--- config.mk ---
export PLATFORM = sky130hd
export DESIGN_NAME = ued_buffers
export DESIGN_NICKNAME = d
export VERILOG_FILES = /design/src/ued_pkg.sv /design/src/ued_buffers.sv
export VERILOG_INCLUDE_DIRS = /design/src
export SDC_FILE = /design/constraint.sdc
export NUM_CORES = 2
export LEC_CHECK = 0
export BUFFER_PORTS_ARGS = -buffer_cell sky130_fd_sc_hd__buf_2
export CORE_AREA = 3 3 284 565
export DETAILED_ROUTE_END_ITERATION = 7
export DIE_AREA = 0 0 287 568
export PLACE_DENSITY = 0.67
export SLEW_MARGIN = 0
export SYNTH_ARGS = -nofsm -noshare
export SYNTH_HDL_FRONTEND = slang
export SYNTH_SLANG_ARGS = --single-unit
--- constraint.sdc ---
create_clock -name ref_clk -period 82.7 [get_ports ref_clk]
set_clock_uncertainty 0.05 [all_clocks]
set_input_delay 4.135 -clock ref_clk [delete_from_list [all_inputs] [get_ports ref_clk]]
set_output_delay 4.135 -clock ref_clk [all_outputs]
set_load 0.02 [all_outputs]
--- src/ued_defines.svh ---
// Constants for the endpoint data buffers: register indices, bit positions, sizes.
`ifndef UED_DEFINES_SVH
`define UED_DEFINES_SVH

// ----------------------------------------------------------------------------
// Register indices (byte address on the bus is four times the index)
// ----------------------------------------------------------------------------
`define UED_IDX_BULK_OUT_DATA   16'hff0d
`define UED_IDX_SETUP_CAPTURE   16'hff18
`define UED_IDX_CTL_IN_WRITE    16'hff19
`define UED_IDX_STATUS          16'hff20
`define UED_IDX_CONTROL         16'hff21
`define UED_IDX_BULK_OUT_LENGTH 16'hff77

// ----------------------------------------------------------------------------
// Sizes and values
// ----------------------------------------------------------------------------
`define UED_SETUP_BYTES   8
`define UED_FIFO_BYTES    64
`define UED_SETUP_RESET   8'h00
`define UED_IN_READ_VALUE 8'h00

// ----------------------------------------------------------------------------
// Status register bits (write one to clear the sticky ones)
// ----------------------------------------------------------------------------
`define UED_ST_SETUP_PROTECT_FLAG   0
`define UED_ST_FWDEC  1
`define UED_ST_BODATA 2
`define UED_ST_INDATA 4

// ----------------------------------------------------------------------------
// Control register bits
// ----------------------------------------------------------------------------
`define UED_CT_INRDY 0
`define UED_CT_DEND  1
`define UED_CT_BORDY 2
`define UED_CT_STALL 3

`endif

--- src/ued_pkg.sv ---
// Types shared by the endpoint data buffers.
package ued_pkg;
`include "ued_defines.svh"

    // Control IN transmit sequencer states.
    typedef enum logic [1:0] {
        TX_IDLE = 2'b00,
        TX_SEND = 2'b01,
        TX_WAIT = 2'b10
    } ued_tx_state_t;

    // SETUP stage bytes from the serial engine.
    typedef struct packed {
        logic       token;
        logic       valid;
        logic [7:0] data;
        logic       done;
        logic       ok;
        logic       fwReq;
    } ued_setup_rx_t;

    // Control IN token events from the serial engine.
    typedef struct packed {
        logic token;
        logic ack;
        logic statusStage;
    } ued_in_ctl_t;

    // Bulk-out data bytes from the serial engine.
    typedef struct packed {
        logic       valid;
        logic [7:0] data;
        logic       done;
        logic       ok;
    } ued_out_rx_t;

    // Control IN answer to the serial engine.
    typedef struct packed {
        logic       valid;
        logic [7:0] data;
        logic       last;
        logic       zlp;
        logic       nak;
    } ued_tx_t;

    // Whole state of the buffer block.
    typedef struct packed {
        logic [`UED_SETUP_BYTES-1:0][7:0]      setupStage;
        logic [`UED_SETUP_BYTES-1:0][7:0]      setupCap;
        logic [3:0]                            setupRxCnt;
        logic [2:0]                            setupRdPtr;
        logic                                  protFlag;
        logic                                  fwDecodeFlag;
        logic                                  bulkOutDataFlag;
        logic                                  ctlInReady;
        logic                                  ctlDataEnd;
        logic                                  bulkOutReady;
        logic                                  stall;
        logic [`UED_FIFO_BYTES-1:0][7:0]       inMem;
        logic [6:0]                            inCnt;
        logic [5:0]                            inSendIdx;
        ued_tx_state_t                         txState;
        logic [1:0][`UED_FIFO_BYTES-1:0][7:0]  boMem;
        logic                                  sieBank;
        logic [6:0]                            sieCnt;
        logic                                  sieFull;
        logic [6:0]                            boLen;
        logic [5:0]                            boRdOff;
        ued_tx_t                               tx;
        logic                                  irq;
        logic                                  waitReq;
        logic [31:0]                           rdData;
    } ued_state_t;

endpackage

--- src/ued_buffers.sv ---
// Endpoint data buffers: setup capture, control IN FIFO, bulk-out ping-pong banks.
//
// The implementer's own choice: register access over Avalon-MM.
`timescale 1ns/10ps
`include "ued_defines.svh"

module ued_buffers
    import ued_pkg::*;
(
    // Clock and reset.
    input  wire logic          ref_clk,
    input  wire logic          sys_rst,
    // Avalon-MM register slave, word addressed.
    input  wire logic [15:0]   avsAddress,
    input  wire logic          avsRead,
    input  wire logic          avsWrite,
    input  wire logic [3:0]    avsByteEnable,
    input  wire logic [31:0]   avsWriteData,
    output logic [31:0]        avsReadData,
    output logic               avsWaitRequest,
    // Serial engine side.
    input  wire logic          sieBusReset,
    input  wire ued_setup_rx_t setupRx,
    input  wire ued_in_ctl_t   inCtl,
    input  wire ued_out_rx_t   outRx,
    output ued_tx_t            inTx,
    // Endpoint status to the controller.
    output logic               bulkOutStall,
    output logic               endpointEventIrq
);

    // ------------------------------------------------------------------------
    // Constants and decode
    // ------------------------------------------------------------------------

    // Reset image of the whole state; the bus slave idles with waitrequest high.
    localparam ued_state_t StReset = '{waitReq: 1'b1, txState: TX_IDLE, default: '0};
    localparam logic [3:0] SetupFull = 4'(`UED_SETUP_BYTES);
    localparam logic [6:0] FifoFull  = 7'(`UED_FIFO_BYTES);

    // Compares the bus word address with a register index.
    function automatic logic regHit(input logic [15:0] addr, input logic [15:0] idx);
        regHit = (addr == idx);
    endfunction

    ued_state_t st_q;
    ued_state_t st_d;
    logic       accRd;
    logic       accWr;

    // An access is served in the cycle where waitrequest is still high.
    assign accRd = avsRead && st_q.waitReq;
    assign accWr = avsWrite && st_q.waitReq && avsByteEnable[0];

    // ------------------------------------------------------------------------
    // Next-state logic
    // ------------------------------------------------------------------------

    // Bus access first, then engine events, so hardware sets win over clears.
    always_comb begin
        st_d         = st_q;
        st_d.tx      = '0;
        st_d.irq     = 1'b0;
        st_d.waitReq = !((avsRead || avsWrite) && st_q.waitReq);

        // Register reads with their side effects.
        if (accRd) begin
            st_d.rdData = '0;
            if (regHit(avsAddress, `UED_IDX_SETUP_CAPTURE)) begin
                st_d.rdData[7:0] = st_q.setupCap[st_q.setupRdPtr];
                st_d.setupRdPtr  = st_q.setupRdPtr + 3'h1;
            end else if (regHit(avsAddress, `UED_IDX_BULK_OUT_DATA)) begin
                // An empty count pins the offset so the first byte repeats.
                st_d.rdData[7:0] = st_q.boMem[~st_q.sieBank][(st_q.boLen != 7'h00) ?
                                   st_q.boRdOff : 6'h00];
                if (st_q.boLen != 7'h00) begin
                    st_d.boRdOff = st_q.boRdOff + 6'h01;
                    st_d.boLen   = st_q.boLen - 7'h01;
                end
            end else if (regHit(avsAddress, `UED_IDX_BULK_OUT_LENGTH)) begin
                st_d.rdData[6:0] = st_q.boLen;
            end else if (regHit(avsAddress, `UED_IDX_STATUS)) begin
                st_d.rdData[`UED_ST_SETUP_PROTECT_FLAG]   = st_q.protFlag;
                st_d.rdData[`UED_ST_FWDEC]  = st_q.fwDecodeFlag;
                st_d.rdData[`UED_ST_BODATA] = st_q.bulkOutDataFlag;
                st_d.rdData[`UED_ST_INDATA] = (st_q.inCnt != 7'h00);
            end else if (regHit(avsAddress, `UED_IDX_CONTROL)) begin
                st_d.rdData[`UED_CT_INRDY] = st_q.ctlInReady;
                st_d.rdData[`UED_CT_DEND]  = st_q.ctlDataEnd;
                st_d.rdData[`UED_CT_BORDY] = st_q.bulkOutReady;
                st_d.rdData[`UED_CT_STALL] = st_q.stall;
            end else if (regHit(avsAddress, `UED_IDX_CTL_IN_WRITE)) begin
                st_d.rdData[7:0] = `UED_IN_READ_VALUE;
            end
        end

        // Register writes; the capture and bulk-out data registers ignore them.
        if (accWr) begin
            if (regHit(avsAddress, `UED_IDX_CTL_IN_WRITE) && st_q.inCnt != FifoFull) begin
                st_d.inMem[st_q.inCnt[5:0]] = avsWriteData[7:0];
                st_d.inCnt = st_q.inCnt + 7'h01;
            end
            if (regHit(avsAddress, `UED_IDX_STATUS)) begin
                if (avsWriteData[`UED_ST_SETUP_PROTECT_FLAG]) begin
                    st_d.protFlag = 1'b0;
                end
                if (avsWriteData[`UED_ST_FWDEC]) begin
                    st_d.fwDecodeFlag = 1'b0;
                end
                if (avsWriteData[`UED_ST_BODATA]) begin
                    st_d.bulkOutDataFlag = 1'b0;
                end
            end
            if (regHit(avsAddress, `UED_IDX_CONTROL)) begin
                st_d.ctlInReady   = avsWriteData[`UED_CT_INRDY];
                st_d.ctlDataEnd   = avsWriteData[`UED_CT_DEND];
                st_d.bulkOutReady = avsWriteData[`UED_CT_BORDY];
                if (avsWriteData[`UED_CT_STALL]) begin
                    st_d.stall = 1'b0;
                end
            end
        end

        // SETUP bytes gather in a stage and commit only at a full-length end.
        if (setupRx.token) begin
            st_d.setupRxCnt = 4'h0;
        end
        if (setupRx.valid && st_q.setupRxCnt < SetupFull) begin
            st_d.setupStage[st_q.setupRxCnt[2:0]] = setupRx.data;
            st_d.setupRxCnt = st_q.setupRxCnt + 4'h1;
        end
        if (setupRx.done && st_q.setupRxCnt == SetupFull) begin
            if (setupRx.ok) begin
                st_d.setupCap = st_q.setupStage;
                st_d.protFlag = 1'b1;
                if (setupRx.fwReq) begin
                    st_d.fwDecodeFlag = 1'b1;
                end
                st_d.irq = 1'b1;
            end else begin
                st_d.setupCap = {`UED_SETUP_BYTES{`UED_SETUP_RESET}};
            end
        end

        // Control IN sequencer: answer tokens, stream bytes, wait for ACK.
        unique case (st_q.txState)
            TX_IDLE, TX_WAIT: begin
                if (inCtl.token) begin
                    if (st_q.ctlInReady && st_q.inCnt != 7'h00) begin
                        st_d.txState   = TX_SEND;
                        st_d.inSendIdx = 6'h00;
                    end else if (st_q.ctlInReady && st_q.ctlDataEnd) begin
                        st_d.tx.zlp  = 1'b1;
                        st_d.txState = TX_WAIT;
                    end else begin
                        st_d.tx.nak = 1'b1;
                    end
                end else if (st_q.txState == TX_WAIT && inCtl.ack) begin
                    st_d.ctlInReady = 1'b0;
                    st_d.ctlDataEnd = 1'b0;
                    st_d.inCnt      = 7'h00;
                    st_d.txState    = TX_IDLE;
                end
            end
            TX_SEND: begin
                st_d.tx.valid  = 1'b1;
                st_d.tx.data   = st_q.inMem[st_q.inSendIdx];
                st_d.tx.last   = ({1'b0, st_q.inSendIdx} + 7'h01 == st_q.inCnt);
                st_d.inSendIdx = st_q.inSendIdx + 6'h01;
                if (st_d.tx.last) begin
                    st_d.txState = TX_WAIT;
                end
            end
            default: begin
                st_d.txState = TX_IDLE;
            end
        endcase

        // Status stage reached without ACK drops a pending transfer and its queued bytes.
        if (inCtl.statusStage && (st_q.txState != TX_IDLE || st_q.ctlInReady)) begin
            st_d.inCnt      = 7'h00;
            st_d.ctlInReady = 1'b0;
            st_d.ctlDataEnd = 1'b0;
            st_d.txState    = TX_IDLE;
        end

        // A fresh SETUP token cancels a pending control IN transfer.
        if (setupRx.token && (st_q.txState != TX_IDLE || st_q.ctlInReady)) begin
            st_d.inCnt      = 7'h00;
            st_d.ctlInReady = 1'b0;
            st_d.ctlDataEnd = 1'b0;
            st_d.txState    = TX_IDLE;
        end

        // Bulk-out bytes fill the engine-side bank; overrun stalls the endpoint.
        if (outRx.valid) begin
            if (st_q.sieFull) begin
                if (st_q.boLen != 7'h00) begin
                    st_d.stall = 1'b1;
                    st_d.boLen = 7'h00;
                end
            end else if (st_q.sieCnt != FifoFull) begin
                st_d.boMem[st_q.sieBank][st_q.sieCnt[5:0]] = outRx.data;
                st_d.sieCnt = st_q.sieCnt + 7'h01;
            end
        end
        if (outRx.done && !st_q.sieFull) begin
            if (outRx.ok) begin
                st_d.sieFull = 1'b1;
            end else begin
                st_d.sieCnt = 7'h00;
                if (st_q.boLen == 7'h00) begin
                    st_d.boLen = 7'h00;
                end
            end
        end

        // Bus reset clears the transfer state; the setup read pointer survives.
        if (sieBusReset) begin
            st_d.inCnt      = 7'h00;
            st_d.ctlInReady = 1'b0;
            st_d.ctlDataEnd = 1'b0;
            st_d.txState    = TX_IDLE;
            st_d.sieCnt     = 7'h00;
            st_d.sieFull    = 1'b0;
        end

        // Bank swap once the engine bank is complete and the CPU bank drained.
        if (st_d.sieFull && st_d.boLen == 7'h00) begin
            st_d.sieBank         = ~st_d.sieBank;
            st_d.boLen           = st_d.sieCnt;
            st_d.boRdOff         = 6'h00;
            st_d.sieCnt          = 7'h00;
            st_d.sieFull         = 1'b0;
            st_d.bulkOutDataFlag = 1'b1;
            st_d.irq             = 1'b1;
            st_d.bulkOutReady    = 1'b0;
        end
    end

    // ------------------------------------------------------------------------
    // State register and outputs
    // ------------------------------------------------------------------------

    // Registers the whole state image.
    always_ff @(posedge ref_clk or posedge sys_rst) begin
        if (sys_rst) begin
            st_q <= StReset;
        end else begin
            st_q <= st_d;
        end
    end

    // Outputs come straight from the state register.
    assign avsReadData      = st_q.rdData;
    assign avsWaitRequest   = st_q.waitReq;
    assign inTx             = st_q.tx;
    assign bulkOutStall     = st_q.stall;
    assign endpointEventIrq = st_q.irq;

    logic setupGood;
    logic boRead;
    assign setupGood = setupRx.done && setupRx.ok && st_q.setupRxCnt == SetupFull;
    assign boRead    = accRd && regHit(avsAddress, `UED_IDX_BULK_OUT_DATA);
endmodule

==> impl_metrics.toml <==
[status]
status = "completed"

[placed_design]
place_hpwl_um = 169000
portBuffers = 79
place_ws_ns = 71.16
place.gp.congestion = 0.992

[layout]
final_nets = 6114
layout_commonest_cell = "dfrtp_1"
area_delta_synth_final_pct = 9.23
num-fill-cells = 12800
post_route_cells_drive_above_1_share_pct = 40.2
multi_input_area_mm2 = 0.0354
final_cell_mix = "dfrtp_1, mux2_2, nand2_1"
seq_area_mm2 = 0.0435

[synthesis]
syn_area_mm2 = 0.0810
ys_ff_latch = 1737
ys_async_sr_fraction_pct = 100
synth_edf_count = 0
ys_warn_count = 0
synth_area_per_cell_um2 = 13.3
synthDistinctLibCells = 97
yosysSeqAreaShare_pct = 53.7
synthFlopType = "dfrtp_1"
syn_inst = 6101

[global_routing]
antenna_found_initial = 14
grt_usage_pct = 31.4
grt_max_degree = 124
grt_pass1_vias = 55114
grt.overflow.total = 0
grt_first_pass_wirelength_um = 375000

[routing]
ant_nets = 0
routedWlPerCell_um = 31.2
drt-initial-drc-count = 4289
drc = 0
wl_met1_um = 85700
via_per_inst = 6.42
wl_met3_um = 14600
dr_total_vias = 52709
highest_layer = "met5"
wl_met2_um = 128000
firstDrtPassIters = 6
wirelength_um = 256000

[die]
die_h_um = 568
start_util_pct = 51.8
io-pin-count = 131
die_x_um = 287
core_mm2 = 0.156
dieArea_mm2 = 0.163
core.rowCount = 205

[run]
drv_cap = 0

[timing]
layout_setup_ws_ns = 72.30
max_slew.worst_pin.slew_ns = 1.40
slew_viol_final = 0
final.min_clock_period_ns = 10.40
period_share_pct = 12.6
relSlewSlack_pct = 6.91
setup_viol = 0
finalSetupTns_ns = 0
hold_viol = 0
rsz0062_at_grt = "no"
clock.fmax_mhz = 96.1

[cts]
cts_buffers = 162
cts_max_path_buffers = 4
cts.repair.resized = 0
cts_root_buffer = "clkbuf_16"
clk_pin_slew_ns = 0.06
htree_levels = 4
cts_setup_buffers = 0
cts_tree = "done"
clock_latency_ns = 0.82
cts.sinks = 1737
ctsHoldBuffers = 0

[pwr]
p_comb_share_pct = 14.2
power_density_mw_per_mm2 = 22.0
p_sw_share_pct = 28.4
power_switching_uw = 552
intPower_mw = 1.39
peakVddDrop_mv = 0.0235
seqPwrFrac_pct = 46.4
leakagePower_nw = 41.8
pwr-share-clk_pct = 39.4

[setup_path]
cp_max_fo = 123
r2r_slack_ns = 76.52
cp.required_ns = 83.44
criticalPathCategory = "in -> async"
arrival_ns = 11.15
end_kind = "asynchronous set/reset pin"
startpoint_type = "input port"

[hold_path]
worstHoldPathType = "reg -> reg"
cells in the mapped netlist, types with 8 or more instances:
| master | number | area, µm² |
|---|---|---|
| a2111oi_0 | 10 | 87.6 |
| a211oi_1 | 27 | 203 |
| a21oi_1 | 170 | 851 |
| a221o_1 | 8 | 80.1 |
| a221oi_1 | 17 | 149 |
| a22o_1 | 12 | 105 |
| a22oi_1 | 17 | 128 |
| a2bb2oi_1 | 9 | 78.8 |
| a31oi_1 | 20 | 125 |
| a32oi_1 | 18 | 158 |
| and2_1 | 19 | 119 |
| and3_1 | 10 | 62.6 |
| buf_1 | 38 | 143 |
| buf_2 | 66 | 330 |
| buf_4 | 66 | 495 |
| buf_6 | 9 | 101 |
| clkbuf_1 | 307 | 1150 |
| dfrtp_1 | 1736 | 43400 |
| ha_1 | 11 | 138 |
| inv_1 | 21 | 78.8 |
| mux2_2 | 1648 | 18600 |
| mux2i_1 | 169 | 1690 |
| mux4_2 | 222 | 5000 |
| nand2_1 | 561 | 2110 |
| nand2_2 | 35 | 219 |
| nand2b_1 | 11 | 68.8 |
| nand3_1 | 152 | 761 |
| nand4_1 | 19 | 119 |
| nor2_1 | 188 | 706 |
| nor2_2 | 28 | 175 |
| nor2b_1 | 13 | 81.3 |
| nor3_1 | 43 | 215 |
| nor4_1 | 31 | 194 |
| o2111ai_1 | 9 | 78.8 |
| o211ai_1 | 19 | 143 |
| o21ai_0 | 75 | 375 |
| o221ai_1 | 24 | 210 |
| o22ai_1 | 65 | 407 |
| o31ai_1 | 13 | 97.6 |
| o32ai_1 | 10 | 87.6 |
| or3_1 | 8 | 50.1 |
| xnor2_1 | 23 | 201 |
| xor2_1 | 10 | 87.6 |
power groups by stage:
stage / registers [mW] / logic (mW) / clock network, mW
6_report: 0.903 / 0.275 / 0.765
4_1_cts: 0.902 / 0.268 / 0.776
5_1_grt: 0.906 / 0.282 / 0.806
3_5_place_dp: 0.918 / 0.267 / 0
2_1_floorplan: 0.913 / 0.148 / 0
3_3_place_gp: 0.916 / 0.263 / 0
worst max-delay path: stages:
cell,delay (ns)
buf_2,0.13
inv_8,0.55
buf_4,0.85
buf_4,0.85
buf_4,0.93
buf_4,0.91
buf_4,0.80
buf_4,0.82
buf_4,0.85
metrics by stage:
step	area, µm²	utilization [%]	power, mW	cells	hold WS, ns
floorplan	81100	-	1.06	6124	0.383
global placement	83100	53.1	1.18	7925	0.394
detailed placement	83100	53.1	1.19	7925	0.401
CTS	88400	56.5	1.95	8202	0.417
global route	88400	56.5	1.99	8204	0.441
finish	88400	56.5	1.94	8209	0.415
routing by layer:
metal / GRT usage (%) / up-vias
met5: 0 / -
met4: 27.7 / 6
met3: 5.33 / 914
met2: 53.4 / 2101
met1: 33.5 / 27708
li1: - / 21980
final timing paths:
check | start | end | cells after the start
setup reg to reg | st_q[52] | avsReadData[0] | 12
setup / recovery | sys_rst | st_q[1167] | 9
min in group asynchronous | sys_rst | st_q[305] | 2
hold / removal | st_q[1684] | st_q[1684] | 2
max in group ref_clk | outRx[10] | st_q[935] | 8
hold reg to reg | st_q[1684] | st_q[1684] | 2
area by class of cell:
type / instances / share of cell area (%)
sequential: 1737 / 49.2
multi-input combinational: 3874 / 40.1
clock buffer: 245 / 5.45
tap: 2070 / 2.93
timing repair buffer: 219 / 1.70
clock inverter: 32 / 0.536
inverter: 25 / 0.115
antenna: 7 / 0.0198
cell families (layout without fill, tap and decap cells):
logic type,count (synthesis),in the layout,share of synthesized area (%)
AO/OA/AOI/OAI,591,591,4.89
XOR/XNOR,33,33,0.357
adder cells (fa/ha/maj),11,11,0.170
buffers and inverters,513,521,2.90
flip-flops,1737,1737,53.7
multiplexers,2043,2043,31.3
other,1,31,0.00463
AND/OR/NAND/NOR,1172,1172,6.71
flip-flops by register name, summed over array words and instances (netlist names):
register	cells
endpointEventIrq	1
avsWaitRequest	1
avsReadData	8
bulkOutStall	1
inTx	12
st_q	1714
Power figures use the tool's default switching activity.
